==> src/logic/mrs_regs.svh <==
// register map, field positions, reset values and timing constants of the readout sequencer
// Notes on behaviour
// - start clears integrators, timer, loads sweep rate
// - integrate for exactly the selected time
// - hold asserted until next start or recycle
// - hold enables print gating, slowest sweep rate
// - printing sweep starts at channel one
// - last channel ends gating, restores preset rate
// - afterwards hold, display at preset rate
// - gated sweep pulses close printer relay
// - print-force toggle also enables print gating
// - gate selected when scaler equals channel number
// - scaler bits driven true and complemented
// - lamps show current channel in binary
// - scaler value feeds horizontal position converter
// - channel count configurable one to 52
// - last channel ends readout, next resets scaler
// - recycle switch restarts integration without start
// - gated output zero unless select active
// - integrator reset long enough to discharge
// - detector switches alternate, zero during hold
// - six-bit scaler, cleared by reset or end
// - timer counts seconds to 1/10/300/900
// - power-of-two sweep rates, print uses 1024
`ifndef MRS_REGS_SVH
`define MRS_REGS_SVH

// ----------------------------------------------------------------
// register offsets (byte addresses)
// ----------------------------------------------------------------
`define MRS_CTRL_OFS        6'h00
`define MRS_STATUS_OFS      6'h04
`define MRS_CMD_OFS         6'h08

// ----------------------------------------------------------------
// field positions
// ----------------------------------------------------------------
`define MRS_CTRL_AUTO_BIT   0
`define MRS_CTRL_RATE_LSB   1
`define MRS_CTRL_RATE_MSB   4
`define MRS_CTRL_TSEL_LSB   5
`define MRS_CTRL_TSEL_MSB   6
`define MRS_CTRL_LAST_LSB   8
`define MRS_CTRL_LAST_MSB   13
`define MRS_CMD_START_BIT   0
`define MRS_CMD_SWRST_BIT   1
`define MRS_ST_STATE_LSB    0
`define MRS_ST_STATE_MSB    2
`define MRS_ST_HOLD_BIT     3
`define MRS_ST_PGATE_BIT    4
`define MRS_ST_SCAL_LSB     8
`define MRS_ST_SCAL_MSB     13
`define MRS_ST_SEC_LSB      16
`define MRS_ST_SEC_MSB      25

// ----------------------------------------------------------------
// reset values and limits
// ----------------------------------------------------------------
`define MRS_RST_AUTO        1'h1
`define MRS_RST_RATE        4'h1
`define MRS_RST_TSEL        2'h2
`define MRS_MAX_CHAN        6'h34
`define MRS_RATE_OFF        4'h0
`define MRS_RATE_PRINT      4'hA
`define MRS_T_SEL0          10'h001
`define MRS_T_SEL1          10'h00A
`define MRS_T_SEL2          10'h12C
`define MRS_T_SEL3          10'h384

// ----------------------------------------------------------------
// timing
// ----------------------------------------------------------------
`define MRS_CLK_MHZ         250
`define MRS_SWEEP_PER_US    1500
`define MRS_DISCH_TC_MS     10
`define MRS_DISCH_TC_NUM    5
`define MRS_RELAY_US        100
`define MRS_DEBOUNCE_MS     5

`endif

==> src/logic/mrs_pkg.sv <==
// types shared by the readout sequencer
`default_nettype none
package mrs_pkg;

    // sequencer states
    typedef enum logic [2:0] {
        mrs_idle,
        mrs_clear,
        mrs_integ,
        mrs_print,
        mrs_hold
    } mrs_state_t;

    // scaler bits toward the diode gate drivers
    typedef struct packed {
        logic [5:0] true_lvl;   // one drives the positive level
        logic [5:0] comp_lvl;   // complement of the same bits
    } mrs_gate_drv_t;

    // all state of the sequencer
    typedef struct packed {
        mrs_state_t  state;
        logic [6:0]  sync1;        // first synchroniser stage
        logic [6:0]  sync2;        // second synchroniser stage
        logic [2:0]  btn_level;    // debounced pushbutton levels
        logic [2:0][20:0] deb_cnt; // per-button stability counters
        logic        tick_prev;
        logic [9:0]  sec_cnt;
        logic [23:0] rst_cnt;
        logic [20:0] base_cnt;
        logic [9:0]  div_cnt;
        logic [5:0]  scaler;
        logic [3:0]  rate_cur;
        logic [14:0] relay_cnt;
        logic        eor;
        logic        auto_en;
        logic [3:0]  rate_sel;
        logic [1:0]  time_sel;
        logic [5:0]  last_chan;
        logic        ph_valid;
        logic        ph_write;
        logic [5:0]  ph_addr;
        logic [31:0] rdata;
    } mrs_regs_t;

endpackage : mrs_pkg
`default_nettype wire

==> src/logic/mrs_sequencer.sv <==
// integrate-hold-readout sequencer with ahb-lite control registers
`include "mrs_regs.svh"
`default_nettype none
module mrs_sequencer #(
    parameter int SWEEP_PER_CYC = `MRS_SWEEP_PER_US * `MRS_CLK_MHZ,
    parameter int INTEG_RST_CYC = `MRS_DISCH_TC_NUM * `MRS_DISCH_TC_MS * 1000 * `MRS_CLK_MHZ,
    parameter int RELAY_CYC     = `MRS_RELAY_US * `MRS_CLK_MHZ,
    parameter int DEBOUNCE_CYC  = `MRS_DEBOUNCE_MS * 1000 * `MRS_CLK_MHZ
) (
    // clock and reset
    input  wire logic                 hclk,
    input  wire logic                 hresetn,
    // ahb-lite slave
    input  wire logic                 hsel,
    input  wire logic [31:0]          haddr,
    input  wire logic [1:0]           htrans,
    input  wire logic                 hwrite,
    input  wire logic [2:0]           hsize,
    input  wire logic [31:0]          hwdata,
    input  wire logic                 hready,
    output logic                      hreadyout,
    output logic                      hresp,
    output logic [31:0]               hrdata,
    // front panel pins, asynchronous
    input  wire logic                 start_btn,
    input  wire logic                 sweep_rst_btn,
    input  wire logic                 man_adv_btn,
    input  wire logic                 print_force_sw,
    input  wire logic                 recycle_sw,
    // timing and switching references, asynchronous
    input  wire logic                 tick_1hz,
    input  wire logic                 sig_ref_sw,
    // integrator values, same clock domain
    input  wire logic [51:0][7:0]     integ_val,
    // integrator and detector control
    output logic                      integ_reset,
    output logic                      integ_hold,
    output logic                      det_sw_sig,
    output logic                      det_sw_ref,
    // readout
    output logic                      print_gate,
    output logic                      print_relay,
    output logic                      end_of_readout,
    output logic [5:0]                lamp_code,
    output logic [5:0]                dac_code,
    output mrs_pkg::mrs_gate_drv_t    gate_drv,
    output logic [51:0]               chan_sel,
    output logic [51:0][7:0]          gated_out
);

    // ----------------------------------------------------------------
    // state
    // ----------------------------------------------------------------
    mrs_pkg::mrs_regs_t r_ff;      // registered state
    mrs_pkg::mrs_regs_t nxt_r;     // next state

    // decoded helpers
    logic        start_pls;        // start from pin or register
    logic        swrst_pls;        // sweep reset from pin or register
    logic        adv_pls;          // pushbutton advance
    logic [2:0]  btn_rise;         // debounced button rising edges
    logic        tick_pls;         // one pulse per second
    logic        base_pls;         // astable base pulse
    logic        sweep_pls;        // divided sweep pulse
    logic        advance;          // scaler step

    logic [3:0]  rate_eff;         // rate in force
    logic [9:0]  rate_mask;        // low divider bits for this rate
    logic [9:0]  t_target;         // selected integration seconds

    logic        hold_lvl;         // integrators held
    logic        pgate;            // print command gating
    logic [31:0] rd_word;          // read mux
    logic [5:0]  wr_last;          // clamped channel count

    // register command strobes
    logic        cmd_start;
    logic        cmd_swrst;

    // ----------------------------------------------------------------
    // next-state logic
    // ----------------------------------------------------------------
    always_comb begin
        nxt_r = r_ff;

        // two-stage synchronisers for every asynchronous pin
        nxt_r.sync1 = {sig_ref_sw, tick_1hz, recycle_sw, print_force_sw,
                       man_adv_btn, sweep_rst_btn, start_btn};
        nxt_r.sync2 = r_ff.sync1;

        // debounce buttons
        // a level must stand a full count
        // so contact bounce never steps twice
        for (int i = 0; i < 3; i++) begin
            if (r_ff.sync2[i] == r_ff.btn_level[i]) begin
                nxt_r.deb_cnt[i] = 21'h0;
            end else if (r_ff.deb_cnt[i] == 21'(DEBOUNCE_CYC - 1)) begin
                nxt_r.deb_cnt[i]   = 21'h0;
                nxt_r.btn_level[i] = r_ff.sync2[i];
            end else begin
                nxt_r.deb_cnt[i] = r_ff.deb_cnt[i] + 21'h1;
            end
        end
        btn_rise = nxt_r.btn_level & ~r_ff.btn_level;

        // bus phase capture; writes land in the data phase
        cmd_start = 1'b0;
        cmd_swrst = 1'b0;
        wr_last   = hwdata[`MRS_CTRL_LAST_MSB:`MRS_CTRL_LAST_LSB];
        // channel count held within one to 52
        if (wr_last == 6'h00) begin
            wr_last = 6'h01;
        end else if (wr_last > `MRS_MAX_CHAN) begin
            wr_last = `MRS_MAX_CHAN;
        end
        if (r_ff.ph_valid && r_ff.ph_write) begin
            if (r_ff.ph_addr == `MRS_CTRL_OFS) begin
                nxt_r.auto_en   = hwdata[`MRS_CTRL_AUTO_BIT];
                nxt_r.rate_sel  = hwdata[`MRS_CTRL_RATE_MSB:`MRS_CTRL_RATE_LSB];
                nxt_r.time_sel  = hwdata[`MRS_CTRL_TSEL_MSB:`MRS_CTRL_TSEL_LSB];
                nxt_r.last_chan = wr_last;
            end else if (r_ff.ph_addr == `MRS_CMD_OFS) begin
                cmd_start = hwdata[`MRS_CMD_START_BIT];
                cmd_swrst = hwdata[`MRS_CMD_SWRST_BIT];
            end
        end

        start_pls = r_ff.auto_en && (btn_rise[0] || cmd_start);
        swrst_pls = btn_rise[1] || cmd_swrst;
        adv_pls   = btn_rise[2];

        nxt_r.tick_prev = r_ff.sync2[5];
        tick_pls        = r_ff.sync2[5] && !r_ff.tick_prev;

        base_pls = (r_ff.base_cnt == 21'(SWEEP_PER_CYC - 1));
        // base pulse also clocks the divider
        if (base_pls) begin
            nxt_r.base_cnt = 21'h0;
            nxt_r.div_cnt  = r_ff.div_cnt + 10'h1;
        end else begin
            nxt_r.base_cnt = r_ff.base_cnt + 21'h1;
        end

        rate_eff  = (r_ff.state == mrs_pkg::mrs_print) ? `MRS_RATE_PRINT : r_ff.rate_cur;
        rate_mask = 10'((11'h1 << rate_eff) - 11'h1);
        sweep_pls = base_pls && ((r_ff.div_cnt & rate_mask) == rate_mask);
        // rate off hands the sweep to the manual advance button
        advance   = (rate_eff == `MRS_RATE_OFF) ? adv_pls : sweep_pls;

        // print gating from sequence or toggle
        pgate = (r_ff.state == mrs_pkg::mrs_print) || r_ff.sync2[3];

        // relay closes on each new channel
        // each step re-arms the full closure
        if (pgate && advance) begin
            nxt_r.relay_cnt = 15'(RELAY_CYC);
        end else if (r_ff.relay_cnt != 15'h0) begin
            nxt_r.relay_cnt = r_ff.relay_cnt - 15'h1;
        end

        // six-bit scaler stepping and clearing
        // sweep reset beats an advance
        if (swrst_pls) begin
            nxt_r.scaler = 6'h00;
        end else if (advance) begin
            // step past last channel clears scaler
            if (r_ff.scaler >= r_ff.last_chan) begin
                nxt_r.scaler = 6'h00;
            end else begin
                nxt_r.scaler = r_ff.scaler + 6'h01;
            end
        end

        // selected integration time
        case (r_ff.time_sel)
            2'h0:    t_target = `MRS_T_SEL0;
            2'h1:    t_target = `MRS_T_SEL1;
            2'h2:    t_target = `MRS_T_SEL2;
            default: t_target = `MRS_T_SEL3;
        endcase

        nxt_r.eor = 1'b0;

        // sequencer
        case (r_ff.state)
            mrs_pkg::mrs_clear: begin
                // hold reset for several discharge constants
                if (r_ff.rst_cnt == 24'(INTEG_RST_CYC - 1)) begin
                    nxt_r.state = mrs_pkg::mrs_integ;
                end else begin
                    nxt_r.rst_cnt = r_ff.rst_cnt + 24'h1;
                end
            end

            // timer runs only here
            mrs_pkg::mrs_integ: begin
                // count seconds up to the selection
                if (tick_pls) begin
                    nxt_r.sec_cnt = r_ff.sec_cnt + 10'h1;
                    // compare the count about to be stored
                    if (r_ff.sec_cnt + 10'h1 == t_target) begin
                        nxt_r.state  = mrs_pkg::mrs_print;
                        // scaler at zero, first step shows channel one
                        nxt_r.scaler = 6'h00;
                    end
                end
            end

            // slow sweep with gating on
            mrs_pkg::mrs_print: begin
                if (advance && !swrst_pls && r_ff.scaler + 6'h01 == r_ff.last_chan) begin
                    nxt_r.eor = 1'b1;

                    if (r_ff.sync2[4]) begin
                        nxt_r.state = mrs_pkg::mrs_clear;
                        nxt_r.rst_cnt = 24'h0;
                        nxt_r.sec_cnt = 10'h0;
                        nxt_r.rate_cur = r_ff.rate_sel;
                    end else begin
                        nxt_r.state = mrs_pkg::mrs_hold;
                    end
                end
            end

            // everything else parks
            default: begin
                // idle and hold wait for start
                nxt_r.state = r_ff.state;
            end
        endcase

        if (start_pls) begin
            // reset integrators and timer, load rate
            nxt_r.state    = mrs_pkg::mrs_clear;
            nxt_r.rst_cnt  = 24'h0;
            nxt_r.sec_cnt  = 10'h0;
            nxt_r.rate_cur = r_ff.rate_sel;
        end

        // status word for reads
        rd_word = 32'h0;
        hold_lvl = (r_ff.state != mrs_pkg::mrs_clear) && (r_ff.state != mrs_pkg::mrs_integ);
        // decoded in the address phase
        if (haddr[5:0] == `MRS_CTRL_OFS) begin
            rd_word[`MRS_CTRL_AUTO_BIT]                     = r_ff.auto_en;
            rd_word[`MRS_CTRL_RATE_MSB:`MRS_CTRL_RATE_LSB] = r_ff.rate_sel;
            rd_word[`MRS_CTRL_TSEL_MSB:`MRS_CTRL_TSEL_LSB] = r_ff.time_sel;
            rd_word[`MRS_CTRL_LAST_MSB:`MRS_CTRL_LAST_LSB] = r_ff.last_chan;
        end else if (haddr[5:0] == `MRS_STATUS_OFS) begin
            rd_word[`MRS_ST_STATE_MSB:`MRS_ST_STATE_LSB] = r_ff.state;
            rd_word[`MRS_ST_HOLD_BIT]                    = hold_lvl;
            rd_word[`MRS_ST_PGATE_BIT]                   = pgate;
            rd_word[`MRS_ST_SCAL_MSB:`MRS_ST_SCAL_LSB]   = r_ff.scaler;
            rd_word[`MRS_ST_SEC_MSB:`MRS_ST_SEC_LSB]     = r_ff.sec_cnt;
        end

        // hsize ignored: only whole words are mapped
        // address phase; read data registered for the data phase
        nxt_r.ph_valid = hsel && hready && htrans[1];
        if (hsel && hready && htrans[1]) begin
            nxt_r.ph_write = hwrite;
            nxt_r.ph_addr  = haddr[5:0];
            if (!hwrite) begin
                nxt_r.rdata = rd_word;
            end
        end
    end

    // ----------------------------------------------------------------
    // state register
    // ----------------------------------------------------------------
    always_ff @(posedge hclk or negedge hresetn) begin
        if (!hresetn) begin
            r_ff           <= '0;
            // control fields wake at their defaults
            r_ff.state     <= mrs_pkg::mrs_idle;
            r_ff.auto_en   <= `MRS_RST_AUTO;
            r_ff.rate_sel  <= `MRS_RST_RATE;
            r_ff.rate_cur  <= `MRS_RST_RATE;
            r_ff.time_sel  <= `MRS_RST_TSEL;
            r_ff.last_chan <= `MRS_MAX_CHAN;
        end else begin
            r_ff <= nxt_r;
        end
    end

    // ----------------------------------------------------------------
    // outputs
    // ----------------------------------------------------------------
    // zero-wait slave, always okay; size is not checked, whole words only
    assign hreadyout      = 1'b1;
    assign hresp          = 1'b0;
    assign hrdata         = r_ff.rdata;

    assign integ_reset    = (r_ff.state == mrs_pkg::mrs_clear);
    assign integ_hold     = (r_ff.state != mrs_pkg::mrs_clear) &&
                            (r_ff.state != mrs_pkg::mrs_integ);

    // detectors alternate, both open in hold
    assign det_sw_sig     = !integ_hold && r_ff.sync2[6];
    assign det_sw_ref     = !integ_hold && !r_ff.sync2[6];

    assign print_gate     = (r_ff.state == mrs_pkg::mrs_print) || r_ff.sync2[3];
    assign print_relay    = (r_ff.relay_cnt != 15'h0);
    assign end_of_readout = r_ff.eor;

    assign lamp_code      = r_ff.scaler;
    assign dac_code       = r_ff.scaler;

    assign gate_drv.true_lvl = r_ff.scaler;
    assign gate_drv.comp_lvl = ~r_ff.scaler;

    // ----------------------------------------------------------------
    // channel gates
    // ----------------------------------------------------------------
    for (genvar c = 0; c < 52; c++) begin : g_chan
        assign chan_sel[c]  = (r_ff.scaler == 6'(c + 1));

        assign gated_out[c] = chan_sel[c] ? integ_val[c] : 8'h00;
    end

endmodule : mrs_sequencer
`default_nettype wire

==> config.mk <==
export PLATFORM = sky130hd
export DESIGN_NAME = mrs_sequencer
export DESIGN_NICKNAME = d
export VERILOG_FILES = /design/src/logic/mrs_pkg.sv /design/src/logic/mrs_sequencer.sv
export VERILOG_INCLUDE_DIRS = /design/src /design/src/logic
export SDC_FILE = /design/constraint.sdc
export NUM_CORES = 1
export LEC_CHECK = 0
export BUFFER_PORTS_ARGS = -buffer_cell sky130_fd_sc_hd__buf_2
export CAP_MARGIN = 20
export CORE_AREA = 3 3 403 405
export DETAILED_ROUTE_END_ITERATION = 8
export DIE_AREA = 0 0 406 408
export PLACE_DENSITY = 0.3
export SLEW_MARGIN = 40
export SYNTH_ARGS = -nofsm -noshare
export SYNTH_HDL_FRONTEND = slang
export SYNTH_SLANG_ARGS = --single-unit
==> constraint.sdc <==
create_clock -name hclk -period 4.06 [get_ports hclk]
set_input_delay 0.609 -clock hclk [delete_from_list [all_inputs] [get_ports hclk]]
set_output_delay 0.609 -clock hclk [all_outputs]
set_load 0.03 [all_outputs]
Word level (Yosys, flattened, before mapping)

Index checks and enable logic that the tools add are counted.

Register bits after elaboration: 219
Bits of input ports: 497
Output and inout port bits: 533

Add/subtract/negate cells: 10
Magnitude comparators: 2
Eq/ne operators: 78
Shift operators: 1
Multiplexer cells: 111
Bitwise operators: 5
Reductions and logical operators: 38

Operator list:

| cell                                                  | count |
|---|---|
| 2-to-1 mux 8 bit                                      | 52 |
| 2-to-1 mux 21 bit                                     | 7 |
| equality test 6 bit, second input constant            | 21 |
| 2-to-1 mux 34 bit                                     | 3 |
| equality test 6 x 5 -> 1 bit, second input constant   | 16 |
| adder 21 x 1 -> 21 bit, second input constant         | 4 |
| equality test 21 bit, second input constant           | 3 |
| 2-to-1 mux 6 bit                                      | 10 |
| equality test 6 x 4 -> 1 bit, second input constant   | 9 |
| case mux 24 bit (2 select lines)                      | 1 |
| equality test 6 x 3 -> 1 bit, second input constant   | 5 |
| 2-to-1 mux 10 bit                                     | 3 |
| 2-to-1 mux 15 bit                                     | 2 |
| case mux 10 bit (3 select lines)                      | 1 |
| adder 24 x 1 -> 24 bit, second input constant         | 1 |
| equality test 24 bit, second input constant           | 1 |
| 2-to-1 mux 24 bit                                     | 1 |
| equality test 21 x 19 -> 1 bit, second input constant | 1 |
| adder 10 x 1 -> 10 bit, second input constant         | 2 |
| equality test 10 bit                                  | 2 |
| 2-to-1 mux 4 bit                                      | 5 |
| case mux 10 bit (2 select lines)                      | 1 |
| logical NOT 6 bit                                     | 3 |
| 2-to-1 mux 3 bit                                      | 6 |
| other kinds (39)                                      | 85 |

Longest topological paths before layout

Depth after elaboration: 13
Gate-level depth with buffers: 16

Worst setup path before layout

Ideal clock, no wire load.

Path type: reg2reg
Start point: reg r_ff[226] in the netlist's numbering
End point: reg r_ff[72] in the netlist's numbering
Arrival time: 3,064 ps
Required time: 3,935 ps
Slack: 872 ps
Cell stages (with the launch flop): 16
Cells stage by stage: dfrtp_1 clkbuf_1 and3b_1 clkbuf_1 nor3_1 nand3b_1 ha_1 nand2b_1 a21oi_1 nor3_1 nand4_2 o21ai_0 nand2_1 o31ai_4 buf_4 mux2_2

Longest elaborated chain between the ends: 12
Elaborated cells between the ends (all ways): 14
Those cells by class: 1 x add/sub; 2 x eq/ne; 1 x shift; 2 x mux; 1 x bitwise; 7 x reduce/logical

Ends and longest elaborated chain:

| element                           | RTL line                                   | text |
|---|---|---|
| from (decl)                       | mrs_sequencer.sv:54                        | `mrs_pkg::mrs_regs_t r_ff;` |
| from (signal assigned)            | mrs_sequencer.sv:283                       | `r_ff <= nxt_r;` |
| equality test 3 x 2 -> 1 bit (*)  | mrs_sequencer.sv:144, mrs_sequencer.sv:185 |  |
| 2-to-1 mux 4 bit                  | mrs_sequencer.sv:144                       | `` rate_eff = (r_ff.state == mrs_pkg::mrs_print) ? `MRS_RATE_PRINT : r_ff.rate_cur; `` |
| << shifter 1 x 4 -> 10 bit        | mrs_sequencer.sv:145                       | `rate_mask = 10'((11'h1 << rate_eff) - 11'h1);` |
| subtractor 10 x 1 -> 10 bit       | mrs_sequencer.sv:145                       |  |
| bitwise AND 10 bit                | mrs_sequencer.sv:146                       | `sweep_pls = base_pls && ((r_ff.div_cnt & rate_mask) == rate_mask);` |
| equality test 10 bit              | mrs_sequencer.sv:146                       |  |
| logical AND 1 bit                 | mrs_sequencer.sv:146                       |  |
| 2-to-1 mux 1 bit                  | mrs_sequencer.sv:148                       | `` advance = (rate_eff == `MRS_RATE_OFF) ? adv_pls : sweep_pls; `` |
| logical AND 1 bit (2 in a row)    | mrs_sequencer.sv:211                       | `if (advance && !swrst_pls && r_ff.scaler + 6'h01 == r_ff.last_chan) begin` |
| nonzero test 2 bit (no line)      | n/a                                        |  |
| AND reduction 3 bit (no line) (*) | n/a                                        |  |

Every way passes the cells marked *; elsewhere a longest branch is shown, timed or not.
A chain may end at the register's enable or synchronous reset.

==> flow_summary.yaml <==
run_status:
  status: "complete, no violations"
placed_design:
  dpl.hpwl_um: 163000
  portBuffers: 969
  place.gp.congestion: 0.980
worst_setup_path:
  rrSetupSlack_ns: 0.51
  worst-r2r-cell-count: 12
  endpoint: "gated_out[110]"
  cp-startpoint: "dac_code[4]"
  reg2reg_to: "r_ff[70]"
  critPathRequiredTime_ns: 3.45
  critPathKind: "reg -> out"
  worstPathArrival_ns: 3.13
  cp_max_fo: 15
  reg2reg_from: "r_ff[227]"
  startpoint_type: "register"
  endpoint_kind: "output port"
clocking:
  cts_sinks: 219
  cts-htree-levels: 1
  cts.path.max_buffers: 3
  root_buffer: "clkbuf_16"
  clk_latency_ns: 0.58
  cts_buffers: 27
  clkTransAtPathRegs_ns: 0.08
  cts_tree: "yes"
sta:
  post-route-min-period_ns: 3.74
  drv_slew: 0
  finalSetupTns_ns: 0
  hold_violations: 0
  setup_viol: 0
  fmax_mhz: 268
  max_slew.worst_pin.slew_ns: 0.844
  finalClockSkew_ns: 0.0261
  post-route-period-util_pct: 92.0
  relSlewSlack_pct: 43.5
  rsz0062_at_grt: "no"
synthesis:
  synth.avg_cell_area_um2: 8.47
  synth_area_um2: 14300
  synth_cell_type_count: 65
  synth_edf_count: 0
  ys_ff_latch: 219
  synth-async-reset-ratio_pct: 100
  yosys_most_used_dff: "dfrtp_1"
  yosysSeqAreaShare_pct: 38.4
  yosys_warnings: 0
  syn_inst: 1689
global_routing:
  gr-usage-all-layers_pct: 20.9
  grt_max_degree: 85
  overflow: 0
  first_global_vias: 17100
  antenna_found_initial: 216
  grt_pass1_wl_um: 218000
power:
  ir_worst_vdd_uv: 240
  p_leak_nw: 11.7
  p_seq_share_pct: 41.1
  comb_power_share_pct: 13.6
  clockPowerShare_pct: 45.3
  intPower_mw: 3.98
  p_switching_mw: 1.66
  power_mw: 5.63
  p_per_area_nw_per_um2: 242
  swShare_pct: 29.4
die:
  rows: 146
  io_pins: 1030
  core_um2: 159000
  die_width_um: 406
  initial_utilization_pct: 9.01
  die-area_um2: 166000
  die_h_um: 408
final_layout:
  layout-drive-gt1-share_pct: 41.9
  final_cell_mix: "967 x buf_2, 425 x and2_1, 212 x dfrtp_1, 192 x nor2_1, 114 x nand2_1"
  fin_nets: 3180
  layout_commonest_cell: "buf_2"
  syn_to_final_growth_pct: 62.9
detailed_routing:
  vias_per_cell: 3.59
  drtPass1Iterations: 5
  post_drt_wl_per_cell_um: 36.0
  finalWirelength_um: 180000
  drc_errors: 0
  drtIter0Drc: 1205
  vias: 18000
  ant_nets: 0
worst_hold_path:
  min-delay-start: "sig_ref_sw"
  holdCritPathClass: "in -> reg"
  hold_depth: 1
flow_run:
  cap_violations: 0
## metrics by stage
step	cell area, µm²	util, %	cells	setup WS, ns	hold slack [ns]
2_1_floorplan	14300	-	1698	0.872	0.313
6_report	23300	14.7	5005	0.323	0.126
5_1_grt	23100	14.5	4930	0.185	0.0905
3_5_place_dp	21700	13.7	4702	0.578	0.335
4_1_cts	22600	14.3	4750	0.140	0.0768
3_3_place_gp	21700	13.7	4702	0.635	0.332
## worst min-delay path by stage
| stage | end | slack (ns) |
|---|---|---|
| after floorplan | dac_code[0] | 0.31 |
| after global placement | r_ff[217] | 0.33 |
| after detailed placement | r_ff[217] | 0.33 |
| after CTS | nxt_r[217] | 0.08 |
| after global routing | nxt_r[217] | 0.09 |
| final | nxt_r[217] | 0.13 |
## cell type report
cell class	instances	area, µm²
timing repair buffer	1033	5370
antenna	255	638
inverter	37	139
clock buffer	40	795
sequential	219	5490
fill	18500	135000
clock inverter	7	95.1
multi-input combinational	1342	8170
tap	2072	2590
## logic make-up after synthesis
logic type                 synth area share (%)
buffers and inverters                      5.05
adders and majority gates                  2.01
DFF                                        38.4
AOI/OAI and AO/OA                          8.35
xor gates and xnor gates                   6.62
and+or+nand+nor                            37.3
other                                    0.0525
muxes                                      2.21
## cells in the mapped netlist (12+ instances only)
master    instances  area share [%]
buf_4            53             2.8
nand2_1         114             3.0
a21oi_1          43             1.5
a22o_1           12            0.74
inv_1            37            0.97
clkbuf_1         44             1.2
nor3_1           26            0.91
or3_1            18            0.79
o21ai_0          91             3.2
nor2_1          196             5.1
nand3_1          61             2.1
ha_1             23             2.0
and2_1          425              19
dfrtp_1         212              37
nand4_1          17            0.74
xor2_1           58             3.6
xnor2_1          50             3.1
and3_1           42             1.8
mux2_2           20             1.6
## flip-flops by register name, summed over array words and instances, names as in the netlist
register and flops:
r_ff 181, hrdata 23, nxt_r 8, dac_code 6
end_of_readout 1
## power groups by stage
stage,combinational (mW),sequential [mW],clock [mW]
floorplan,0.204,2.32,0
global placement,0.752,2.35,0
detailed placement,0.748,2.35,0
CTS,0.752,2.31,2.66
global route,0.797,2.32,2.74
finish,0.766,2.32,2.55
## worst max-delay path: stages, from the launching register on
cell and delay (ns):
dfrtp_1 0.37, inv_1 0.26, nand2_1 0.57, nor2_1 0.67, buf_4 0.27, and2_1 0.14
buf_2 0.25
## per-layer routing
| layer | global-route usage [%] | share of wire, % | up-vias |
|---|---|---|---|
| li1 | - | - | 7834 |
| met1 | 24.6 | 39 | 8716 |
| met2 | 32.8 | 44 | 1040 |
| met3 | 4.17 | 6.4 | 370 |
| met4 | 17.2 | 9.9 | 30 |
| met5 | 0 | 0.13 | - |
## what timing repair did
item | 4_1_cts | 5_1_grt
gates resized for setup | 0 | 0
buffers inserted | 0 | 0
hold endpoints to repair | 6 | 0
hold buffers | 1 | 0
(Power assumes the default switching activity.)
